[config.mk]
export PLATFORM = sky130hd
export DESIGN_NAME = gpd_top
export DESIGN_NICKNAME = d
export VERILOG_FILES = /design/src/include/gpd_pkg.sv /design/src/include/gpd_port_if.sv /design/src/core/gpd_port.sv /design/src/core/gpd_top.sv
export SDC_FILE = /design/constraint.sdc
export NUM_CORES = 1
export LEC_CHECK = 0
export ABC_AREA = 1
export ABC_CLOCK_PERIOD_IN_PS = 1150
export BUFFER_PORTS_ARGS = -buffer_cell sky130_fd_sc_hd__buf_2
export CAP_MARGIN = 5
export CELL_PAD_IN_SITES_DETAIL_PLACEMENT = 2
export CELL_PAD_IN_SITES_GLOBAL_PLACEMENT = 2
export CORE_MARGIN = 3
export CORE_UTILIZATION = 21
export CTS_BUF_LIST = sky130_fd_sc_hd__clkbuf_4
export DETAILED_ROUTE_END_ITERATION = 8
export GPL_TIMING_DRIVEN = 0
export PLACE_DENSITY_LB_ADDON = 0.15
export SLEW_MARGIN = 0
export SYNTH_ARGS = -nofsm -noshare
export SYNTH_HDL_FRONTEND = slang
export SYNTH_SLANG_ARGS = --single-unit
[constraint.sdc]
create_clock -name pclk -period 1.15 [get_ports pclk]
set_input_delay 0.23 -clock pclk [delete_from_list [all_inputs] [get_ports pclk]]
set_output_delay 0.23 -clock pclk [all_outputs]
set_load 0.05 [all_outputs]
[src/include/gpd_pkg.sv]
// shared constants for the two-port gpio data block
package gpd_pkg;

  localparam int          P0_W        = 5;
  localparam int          P1_W        = 2;
  localparam int          DIR_LSB     = 24;
  localparam int          OUT_LSB     = 16;
  localparam int          IN_LSB      = 0;
  localparam int          DIR_LANE    = 3;
  localparam int          OUT_LANE    = 2;
  localparam logic [31:0] P0_ADDR     = 32'hffff_0d20;
  localparam logic [31:0] P1_ADDR     = 32'hffff_0d30;
  localparam logic        DIR_RST     = 1'h0;
  localparam logic        OUT_RST     = 1'h0;
  localparam logic [31:0] RDATA_RST   = 32'h0000_0000;

  typedef enum logic [0:0] {
    GPD_IDLE = 1'b0,
    GPD_ACK  = 1'b1
  } gpd_bus_st_t;

endpackage

[src/include/gpd_port_if.sv]
// link between the register decoder and one port's storage
`timescale 1ns/1ps
interface gpd_port_if #(
  parameter int W = 5
);
  logic         wr_dir;
  logic         wr_out;
  logic [W-1:0] dir_wd;
  logic [W-1:0] out_wd;
  logic [W-1:0] dir;
  logic [W-1:0] out;
  logic [W-1:0] pin_lvl;

  modport ctl (
    output wr_dir,
    output wr_out,
    output dir_wd,
    output out_wd,
    input  dir,
    input  out,
    input  pin_lvl
  );

  modport port (
    input  wr_dir,
    input  wr_out,
    input  dir_wd,
    input  out_wd,
    output dir,
    output out,
    output pin_lvl
  );
endinterface

[src/core/gpd_port.sv]
// one port: direction, output value and synchronised pin levels
`timescale 1ns/1ps
module gpd_port #(
  parameter int W = 5
) (
  input  wire logic         pclk,
  input  wire logic         presetn,
  input  wire logic [W-1:0] pin_in,
  gpd_port_if.port          bus
);

  typedef struct packed {
    logic [W-1:0] dir;
    logic [W-1:0] out;
    logic [W-1:0] sync1;
    logic [W-1:0] sync2;
  } gpd_port_st_t;

  gpd_port_st_t st_r;
  gpd_port_st_t st_nxt;

  always_comb begin
    st_nxt = st_r;
    // first stage feeds only the second stage
    st_nxt.sync1 = pin_in;
    st_nxt.sync2 = st_r.sync1;
    if (bus.wr_dir) begin
      st_nxt.dir = bus.dir_wd; // see RQ1 see RQ6
    end
    if (bus.wr_out) begin
      st_nxt.out = bus.out_wd; // see RQ2 see RQ7
    end
  end

  always_ff @(posedge pclk or negedge presetn) begin
    if (!presetn) begin
      st_r.dir   <= {W{gpd_pkg::DIR_RST}}; // see RQ11
      st_r.out   <= {W{gpd_pkg::OUT_RST}}; // see RQ11
      st_r.sync1 <= '0;
      st_r.sync2 <= '0;
    end else begin
      st_r <= st_nxt;
    end
  end

  assign bus.dir     = st_r.dir;
  assign bus.out     = st_r.out;
  assign bus.pin_lvl = st_r.sync2; // see RQ3 see RQ8
endmodule

[src/core/gpd_top.sv]
// apb slave with the data/direction registers of gpio ports 0 and 1
// Contract
// RQ1 - port 0 word bits 28..24 set pins 4..0 as input (0) or output (1).
// RQ2 - port 0 bits 20..16 are driven onto pins 4..0 while they are outputs.
// RQ3 - port 0 bits 4..0 read the pin levels and ignore writes.
// RQ4 - software writes zero to every reserved bit of both words.
// RQ5 - software should write zero to the pin-level bits.
// RQ6 - port 1 word bits 25..24 set pins 1..0 as input (0) or output (1).
// RQ7 - port 1 bits 17..16 are driven onto pins 1..0 while they are outputs.
// RQ8 - port 1 bits 1..0 read the pin levels and ignore writes.
// RQ9 - port 1 word sits at its fixed address, upper bits zero at reset.
// RQ10 - port 0 word sits at its fixed address, holding all three groups.
// RQ11 - reset clears direction and output bits; a pin drives only as output.
`timescale 1ns/1ps
module gpd_top #(
  parameter int P0_W = gpd_pkg::P0_W,
  parameter int P1_W = gpd_pkg::P1_W
) (
  input  wire logic        pclk,
  input  wire logic        presetn,
  input  wire logic        psel,
  input  wire logic        penable,
  input  wire logic        pwrite,
  input  wire logic [31:0] paddr,
  input  wire logic [31:0] pwdata,
  input  wire logic [3:0]  pstrb,
  output wire logic [31:0] prdata,
  output wire logic        pready,
  output wire logic        pslverr,
  input  wire logic        first_port_line_zero_in,
  output wire logic        first_port_line_zero_out,
  output wire logic        first_port_line_zero_oe,
  input  wire logic        first_port_line_one_in,
  output wire logic        first_port_line_one_out,
  output wire logic        first_port_line_one_oe,
  input  wire logic        first_port_line_two_in,
  output wire logic        first_port_line_two_out,
  output wire logic        first_port_line_two_oe,
  input  wire logic        first_port_line_three_in,
  output wire logic        first_port_line_three_out,
  output wire logic        first_port_line_three_oe,
  input  wire logic        first_port_line_four_in,
  output wire logic        first_port_line_four_out,
  output wire logic        first_port_line_four_oe,
  input  wire logic        second_port_line_zero_in,
  output wire logic        second_port_line_zero_out,
  output wire logic        second_port_line_zero_oe,
  input  wire logic        second_port_line_one_in,
  output wire logic        second_port_line_one_out,
  output wire logic        second_port_line_one_oe
);

  typedef struct packed {
    gpd_pkg::gpd_bus_st_t st;
    logic                 pready;
    logic                 pslverr;
    logic [31:0]          prdata;
  } gpd_top_st_t;

  gpd_top_st_t st_r;
  gpd_top_st_t st_nxt;

  gpd_port_if #(.W(P0_W)) p0_if ();
  gpd_port_if #(.W(P1_W)) p1_if ();

  localparam int NPIN = P0_W + P1_W;

  logic [P0_W-1:0] p0_pin_in;
  logic [P1_W-1:0] p1_pin_in;
  logic            hit_p0;
  logic            hit_p1;
  logic            hit_any;
  logic            lane_dir;
  logic            lane_out;
  logic            done_wr;
  logic [31:0]     p0_word;
  logic [31:0]     p1_word;
  logic [31:0]     rd_word;
  logic [NPIN-1:0] pad_out;
  logic [NPIN-1:0] pad_oe;

  assign p0_pin_in = {first_port_line_four_in,
                      first_port_line_three_in,
                      first_port_line_two_in,
                      first_port_line_one_in,
                      first_port_line_zero_in};
  assign p1_pin_in = {second_port_line_one_in,
                      second_port_line_zero_in};

  // exact word match; every other address answers with an error
  assign hit_p0 = (paddr == gpd_pkg::P0_ADDR); // see RQ10
  assign hit_p1 = (paddr == gpd_pkg::P1_ADDR); // see RQ9
  assign hit_any = hit_p0 || hit_p1;

  // a write lands only on the edge that completes the access phase
  assign done_wr = psel && penable && st_r.pready && pwrite;

  // a cleared byte lane leaves its field as it was;
  // lanes 1 and 0 carry only pin levels and reserved bits
  assign lane_dir = pstrb[gpd_pkg::DIR_LANE];
  assign lane_out = pstrb[gpd_pkg::OUT_LANE];

  // pin-level bits are never fed to storage, so writes to them vanish;
  // reserved bits in the write data are likewise dropped
  assign p0_if.wr_dir = done_wr && hit_p0 && lane_dir;
  assign p0_if.wr_out = done_wr && hit_p0 && lane_out;
  assign p0_if.dir_wd = pwdata[gpd_pkg::DIR_LSB +: P0_W]; // see RQ1
  assign p0_if.out_wd = pwdata[gpd_pkg::OUT_LSB +: P0_W]; // see RQ2
  assign p1_if.wr_dir = done_wr && hit_p1 && lane_dir;
  assign p1_if.wr_out = done_wr && hit_p1 && lane_out;
  assign p1_if.dir_wd = pwdata[gpd_pkg::DIR_LSB +: P1_W]; // see RQ6
  assign p1_if.out_wd = pwdata[gpd_pkg::OUT_LSB +: P1_W]; // see RQ7

  gpd_port #(
    .W       (P0_W)
  ) u_port0 (
    .pclk    (pclk),
    .presetn (presetn),
    .pin_in  (p0_pin_in),
    .bus     (p0_if)
  );

  gpd_port #(
    .W       (P1_W)
  ) u_port1 (
    .pclk    (pclk),
    .presetn (presetn),
    .pin_in  (p1_pin_in),
    .bus     (p1_if)
  );

  // read words: reserved bits read as zero
  always_comb begin
    p0_word = '0;
    p0_word[gpd_pkg::DIR_LSB +: P0_W] = p0_if.dir;
    p0_word[gpd_pkg::OUT_LSB +: P0_W] = p0_if.out;
    p0_word[gpd_pkg::IN_LSB +: P0_W]  = p0_if.pin_lvl; // see RQ3
  end

  always_comb begin
    p1_word = '0;
    p1_word[gpd_pkg::DIR_LSB +: P1_W] = p1_if.dir;
    p1_word[gpd_pkg::OUT_LSB +: P1_W] = p1_if.out;
    p1_word[gpd_pkg::IN_LSB +: P1_W]  = p1_if.pin_lvl; // see RQ8
  end

  // writes and unmapped addresses answer with a zero word;
  // the answer flop below keeps prdata straight from a register
  always_comb begin
    rd_word = gpd_pkg::RDATA_RST;
    if (!pwrite && hit_p0) begin
      rd_word = p0_word;
    end else if (!pwrite && hit_p1) begin
      rd_word = p1_word;
    end
  end

  // one wait state keeps pready and prdata straight from flops
  always_comb begin
    st_nxt         = st_r;
    st_nxt.pready  = 1'b0;
    st_nxt.pslverr = 1'b0;
    unique case (st_r.st)
      gpd_pkg::GPD_IDLE: begin
        if (psel && penable) begin
          st_nxt.st      = gpd_pkg::GPD_ACK;
          st_nxt.pready  = 1'b1;
          st_nxt.pslverr = !hit_any;
          st_nxt.prdata  = rd_word;
        end
      end
      gpd_pkg::GPD_ACK: begin
        // transfer completes this edge; back to idle for the next setup
        st_nxt.st = gpd_pkg::GPD_IDLE;
      end
    endcase
  end

  always_ff @(posedge pclk or negedge presetn) begin
    if (!presetn) begin
      st_r.st      <= gpd_pkg::GPD_IDLE;
      st_r.pready  <= 1'b0;
      st_r.pslverr <= 1'b0;
      st_r.prdata  <= gpd_pkg::RDATA_RST;
    end else begin
      st_r <= st_nxt;
    end
  end

  assign prdata  = st_r.prdata;
  assign pready  = st_r.pready;
  assign pslverr = st_r.pslverr;

  // one flat view of every pad, port 0 in the low bits;
  // _out follows the output bit even while the pin is an input,
  // the pad itself gates it with _oe
  for (genvar i = 0; i < NPIN; i++) begin : g_pad
    if (i < P0_W) begin : g_p0
      assign pad_out[i] = p0_if.out[i]; // see RQ2
      assign pad_oe[i]  = p0_if.dir[i]; // see RQ1 see RQ11
    end else begin : g_p1
      assign pad_out[i] = p1_if.out[i-P0_W]; // see RQ7
      assign pad_oe[i]  = p1_if.dir[i-P0_W]; // see RQ6 see RQ11
    end
  end

  // pin drivers come straight from the port flops
  assign first_port_line_zero_out  = pad_out[0];
  assign first_port_line_one_out   = pad_out[1];
  assign first_port_line_two_out   = pad_out[2];
  assign first_port_line_three_out = pad_out[3];
  assign first_port_line_four_out  = pad_out[4];
  assign first_port_line_zero_oe   = pad_oe[0];
  assign first_port_line_one_oe    = pad_oe[1];
  assign first_port_line_two_oe    = pad_oe[2];
  assign first_port_line_three_oe  = pad_oe[3];
  assign first_port_line_four_oe   = pad_oe[4];
  assign second_port_line_zero_out = pad_out[P0_W];
  assign second_port_line_one_out  = pad_out[P0_W+1];
  assign second_port_line_zero_oe  = pad_oe[P0_W];
  assign second_port_line_one_oe   = pad_oe[P0_W+1];
endmodule

==> flow_metrics.tcl, run 1 <==
set metrics [dict create \
    critPathLaunchType "flop" \
    syn_avg_cell_area_um2 8.84 \
    pre_cts_slack_ps -378 \
    finalWorstSetupSlack_ps -58.0 \
    endpoint "u_port0.bus.out[0]" \
    power.density_nw_per_um2 867 \
    tns_ps -572 \
    setup_viol 31 \
    cts-root-buf "clkbuf_4" \
    rr_endpoint "u_port0.bus.out[0]" \
    cts_tree "done" \
    worst_setup_path_end_kind "flop" \
    wl_per_cell_um 13.7 \
    yosysUniqueCellTypes 18 \
    start_util_pct 22.2 \
    antenna_found_initial 0 \
    die-area_um2 11300 \
    worst_pin_slew_ps 1010 \
    slew_violations 0 \
    critPathArrivalTime_ps 1500 \
    cts-htree-levels 2 \
    syn_area_um2 2110 \
    num_rows 35 \
    violations "setup timing" \
    clockBufferDepth 2 \
    hold_viol_final 0 \
    syn2layout_area_growth_pct 66.9 \
    final_common_cell "nand2_1" \
    grt_max_degree 46 \
    peakVddDrop_v 0.000472 \
    r2r_start "pready" \
    fin_cells 520 \
    hold_class "primary input to asynchronous set/reset pin" \
    period_share_pct 105 \
    cp.required_ps 1440 \
    cts.clk_slew.worst_paths_ps 130 \
    fin_nets 471 \
    dr.first_iter.drc_count 25 \
    status "finished with violations" \
    port_buffers 84 \
    cts_sinks 45 \
    track_usage_pct 12.5 \
    ant_nets 0 \
    place_hpwl_um 4960 \
    cts-buffers-inserted 5 \
    drcViolationCount 0 \
    via_count 2111 \
    core_area_um2 9500 \
    wl_um 7120 \
    rsz0062_at_grt "yes" \
    dp.cells 468 \
    grt_pass1_wl_um 11200 \
    syn_inst 239 \
    firstDrtPassIters 4 \
    diodes 0 \
    dpl-instance-area_um2 2770 \
    leakage_nw 1.92 \
    skew_ps 6.71 \
    design_area_um2 3520 \
    overflow 0 \
    insertion_delay_ps 340 \
    maxSlewHeadroom_pct 32.6 \
    final_cell_mix "nand2_1 (84), buf_4 (54), buf_2 (46)" \
    gp_congestion 0.684 \
    criticalPathCategory "flop to flop" \
    ys_seq_area_share_pct 53.3 \
    reg2reg_slack_ps -60 \
    die_y_um 106 \
    grt_pass1_vias 2241 \
    avgViaCountPerCell 4.06 \
    ys_warn_count 0 \
    synth_seq_cells 45 \
    cap_violations 0 \
    crit_start "pready" \
    reg2regPathDepth 5 \
    nFillCells 1099 \
    period_minus_slack_ps 1210 \
    ioPinCount 128 \
    final_core_util_pct 37.1 \
    fmax_mhz 828 \
    drive_gt1_share_pct 50.4 \
    crit_fanout 5 \
    die_w_um 106 \
]
==> per-stage QoR <==
step | power, W | hold slack [ps]
floorplan | 0.00190 | -65.6
global placement | 0.00205 | 334
detailed placement | 0.00206 | 336
CTS | 0.00306 | 67.3
global route | 0.00321 | 108
finish | 0.00306 | 34.3
==> final cells by class <==
cell class / count / area (um2) / share of cell area [%]
clock buffer: 5 / 37.5 / 1.06
tap: 129 / 161 / 4.58
clock inverter: 2 / 35.0 / 0.994
buffer: 25 / 219 / 6.21
timing repair buffer: 128 / 1010 / 28.6
inverter: 16 / 67.6 / 1.92
multi-input combinational: 170 / 867 / 24.6
sequential: 45 / 1130 / 32.0
==> state kept, by name, summed over array words and instances (netlist names) <==
signal,flops
u_port1.bus.pin_lvl,2
u_port1.bus.out,2
u_port1.st_nxt,2
u_port0.st_nxt,5
u_port0.bus.dir,5
u_port0.bus.out,5
pslverr,1
pready,1
u_port0.bus.pin_lvl,5
prdata,15
u_port1.bus.dir,2
==> critical path, cell delays in order (launching register included) <==
cell     delay (ps)
dfrtp_2         440
nand4_1         200
inv_2           200
buf_6           150
nand4_1         100
nand2_1          80
==> cells in the mapped netlist, drive strengths merged <==
cell	count	area (um2)
nand2	98	385
dfrtp	45	1130
nand3	15	85.1
clkbuf	2	7.51
nor2	16	105
conb	1	3.75
nand4	23	144
buf	23	190
inv	16	65.1
==> per-layer routing <==
layer | up-vias | wire, um | GRT usage (%)
li1 | 1027 | - | -
met1 | 1031 | 3040 | 15.7
met2 | 51 | 3730 | 21.9
met3 | 2 | 310 | 2.37
met4 | 0 | 38 | 3.05
met5 | - | 0 | 0
==> cells by family (layout without fill, tap and decap cells) <==
logic type | Yosys count | in the layout | synth area share (%)
and+or+nand+nor | 152 | 153 | 34.1
other | 1 | 17 | 0.178
DFF | 45 | 45 | 53.3
buffers and inverters | 41 | 176 | 12.4
==> report_power, final <==
part	leakage (nW)	switching, W	internal (W)	total [W]
clock	0.0410	0.000513	0.000444	0.000956
sequential	0.593	0.0000113	0.00161	0.00162
combinational	1.29	0.000290	0.000189	0.000478
==> worst min-delay path by stage <==
stage	start	to	slack, ps	cells past startpoint
5_1_grt	presetn	prdata[3]	110	1
3_5_place_dp	u_port0.st_nxt[0]	u_port0.bus.pin_lvl[0]	340	0
2_1_floorplan	presetn	prdata[0]	-70	0
6_report	presetn	prdata[4]	30	1
4_1_cts	presetn	prdata[4]	70	1
3_3_place_gp	u_port0.st_nxt[2]	u_port0.bus.pin_lvl[2]	330	0
==> repair_timing <==
action,4_1_cts,5_1_grt
gates resized for setup,66,37
setup buffers,21,15
pin swaps,4,29
cloned,1,1
hold buffers,7,0
endpoints found under the hold margin,7,0
endpoints found under the setup margin,46,61
Note: power is estimated with default switching activity, not from simulation.
==> run 2: changes to the inputs <==
- ABC_AREA: 1 -> unset
- CORE_UTILIZATION: 21 -> 22
==> run 2 against run 1 <==
Compared with the run above: the run ends with hold timing, setup timing left; design area shrank 8.5%; sequential cell count is the same; first-iteration DRC count grew 4.0%; critical endpoint is now u_port1.bus.out[0].
==> flow_metrics.tcl, run 2 <==
set metrics [dict create \
    cts-buffers-inserted 5 \
    gp_congestion 0.670 \
    criticalPathCategory "primary input to flop" \
    hold_viol_final 4 \
    overflow 0 \
    yosysUniqueCellTypes 26 \
    dr.first_iter.drc_count 26 \
    ioPinCount 128 \
    firstDrtPassIters 4 \
    syn_area_um2 1870 \
    tns_ps -14070 \
    rsz0062_at_grt "yes" \
    grt_max_degree 46 \
    synth_most_common_cell "dfrtp_1" \
    dpl-instance-area_um2 2530 \
    leakage_nw 1.70 \
    wl_um 5980 \
    die_w_um 98.2 \
    final_common_cell "buf_2" \
    start_util_pct 23.5 \
    holdWs_ps -5.36 \
    synth_seq_cells 45 \
    cts_tree "done" \
    final_cell_mix "buf_2 (54), buf_4 (45), dfrtp_1 (44)" \
    cts-htree-levels 2 \
    syn2layout_area_growth_pct 72.6 \
    fin_cells 385 \
    cts.clk_slew.worst_paths_ps 150 \
    crit_top_cell "buf_6" \
    skew_ps 5.61 \
    worst_pin_slew_ps 976 \
    antenna_found_initial 0 \
    synth_common_cells "dfrtp_1 (45), buf_4 (17), mux2_2 (14)" \
    clockBufferDepth 2 \
    critPathArrivalTime_ps 1920 \
    crit_fanout 6 \
    dp.cells 338 \
    largest_reg_flops 15 \
    ys_warn_count 0 \
    track_usage_pct 12.6 \
    grt_pass1_wl_um 9560 \
    synth-edff-count 0 \
    critPathLaunchType "primary input" \
    synth.top_cell.area_share_pct 60.2 \
    yosys_most_used_dff "dfrtp_1" \
    wl_per_cell_um 15.5 \
    ys_top_cells_by_area "dfrtp_1 (60%), mux2_2 (8.4%), buf_4 (6.8%)" \
    cts-root-buf "clkbuf_4" \
    peakVddDrop_v 0.000575 \
    via_count 1600 \
    cpPeakStageDelay_ps 430 \
    die-area_um2 9640 \
    cap_violations 0 \
    violations "hold timing, setup timing" \
    regMostFlops "prdata" \
    maxSlewHeadroom_pct 34.9 \
    design_area_um2 3230 \
    power.density_nw_per_um2 955 \
    cts_sinks 45 \
    crit_chain "buf_6, or3b_1, or4_4, buf_8, buf_6, nor4_4, mux2_4" \
    die_y_um 98.2 \
    insertion_delay_ps 370 \
    ant_nets 0 \
    worst_setup_path_end_kind "flop" \
    place_hpwl_um 4280 \
    ys_seq_area_share_pct 60.2 \
    period_share_pct 144 \
    cp.required_ps 1410 \
    fin_nets 362 \
    hold_class "primary input to asynchronous set/reset pin" \
    status "finished with violations" \
    grt_pass1_vias 1827 \
    period_minus_slack_ps 1660 \
    drive_gt1_share_pct 60.8 \
    slew_violations 0 \
    crit_slowest_cell "or4_4" \
    fmax_mhz 603 \
    setup_viol 60 \
    async_reset_ff_share_pct 100 \
    diodes 0 \
    syn_avg_cell_area_um2 13.9 \
    drcViolationCount 0 \
    core_area_um2 7970 \
    num_rows 32 \
    synth_top_area_cell "dfrtp_1" \
    finalWorstSetupSlack_ps -510 \
    avgViaCountPerCell 4.16 \
    nFillCells 844 \
    port_buffers 86 \
    syn_inst 134 \
]
-- run 2: worst max-delay path: cells and delay by family --
kind / cells / cell delay, ps
buf+inv: 3 / 360
mux: 1 / 330
simple gates: 3 / 1010
-- run 2: path summary, 6_finish.rpt --
path	start	to	slack, ps	cells past startpoint
worst min-delay path	presetn	u_port1.st_nxt[1]	-5	1
worst max-delay path	paddr[1]	u_port1.bus.out[0]	-510	7
worst max register to register	pready	u_port0.bus.dir[1]	-370	5
max in group asynchronous	presetn	pready	480	1
min in group pclk	pwdata[26]	u_port0.bus.dir[2]	80	2
worst min register to register	u_port0.st_nxt[3]	u_port0.bus.pin_lvl[3]	370	0
-- run 2: timing repair --
item,4_1_cts,5_1_grt
gates cloned,0,0
hold buffers,7,0
pin swaps,15,2
endpoints found under the setup margin,61,61
hold endpoints to repair,7,0
buffers inserted,29,6
gates resized for setup,86,3
-- run 2: power breakdown --
group / total, W / switching [W] / internal [W]
registers: 0.00162 / 0.00000824 / 0.00161
clock network: 0.00105 / 0.000573 / 0.000477
logic: 0.000410 / 0.000250 / 0.000159
-- run 2: stage by stage --
stage                     power (W)  worst slack, ps  util, %
after floorplan             0.00187             -772        -
after global placement      0.00202            -1210     31.8
after detailed placement    0.00202            -1260     31.8
after CTS                   0.00312             -588     39.9
after global routing        0.00323             -547     40.5
final                       0.00308             -510     40.5
-- run 2: logic make-up (layout without fill, tap and decap cells) --
group / count (synthesis) / in the layout / synth area share, %
mux: 20 / 20 / 11.6
simple gates: 30 / 30 / 13.1
buf+inv: 23 / 156 / 8.17
compound gates: 15 / 15 / 6.63
flops: 45 / 45 / 60.2
other cells: 1 / 17 / 0.201
-- run 2: layout make-up --
| cell class | count | area (um2) | share of cell area [%] |
|---|---|---|---|
| well taps | 102 | 128 | 3.96 |
| plain buffers | 20 | 151 | 4.69 |
| flip-flops and latches | 45 | 1130 | 34.9 |
| clock buffers | 5 | 37.5 | 1.16 |
| repair buffers | 127 | 982 | 30.4 |
| inverters | 1 | 3.75 | 0.116 |
| multi-input cells | 82 | 746 | 23.1 |
| clock inverters | 3 | 50.0 | 1.55 |
-- run 2: routing by layer --
layer  share of wire [%]  wire length [um]  GRT usage (%)  up-vias
met3                 6.1               367           3.50        4
met2                  55              3290           23.9       48
met5                   0                 0              0        -
met1                  38              2290           14.0      803
met4                0.64                38           2.52        0
li1                    -                 -              -      745
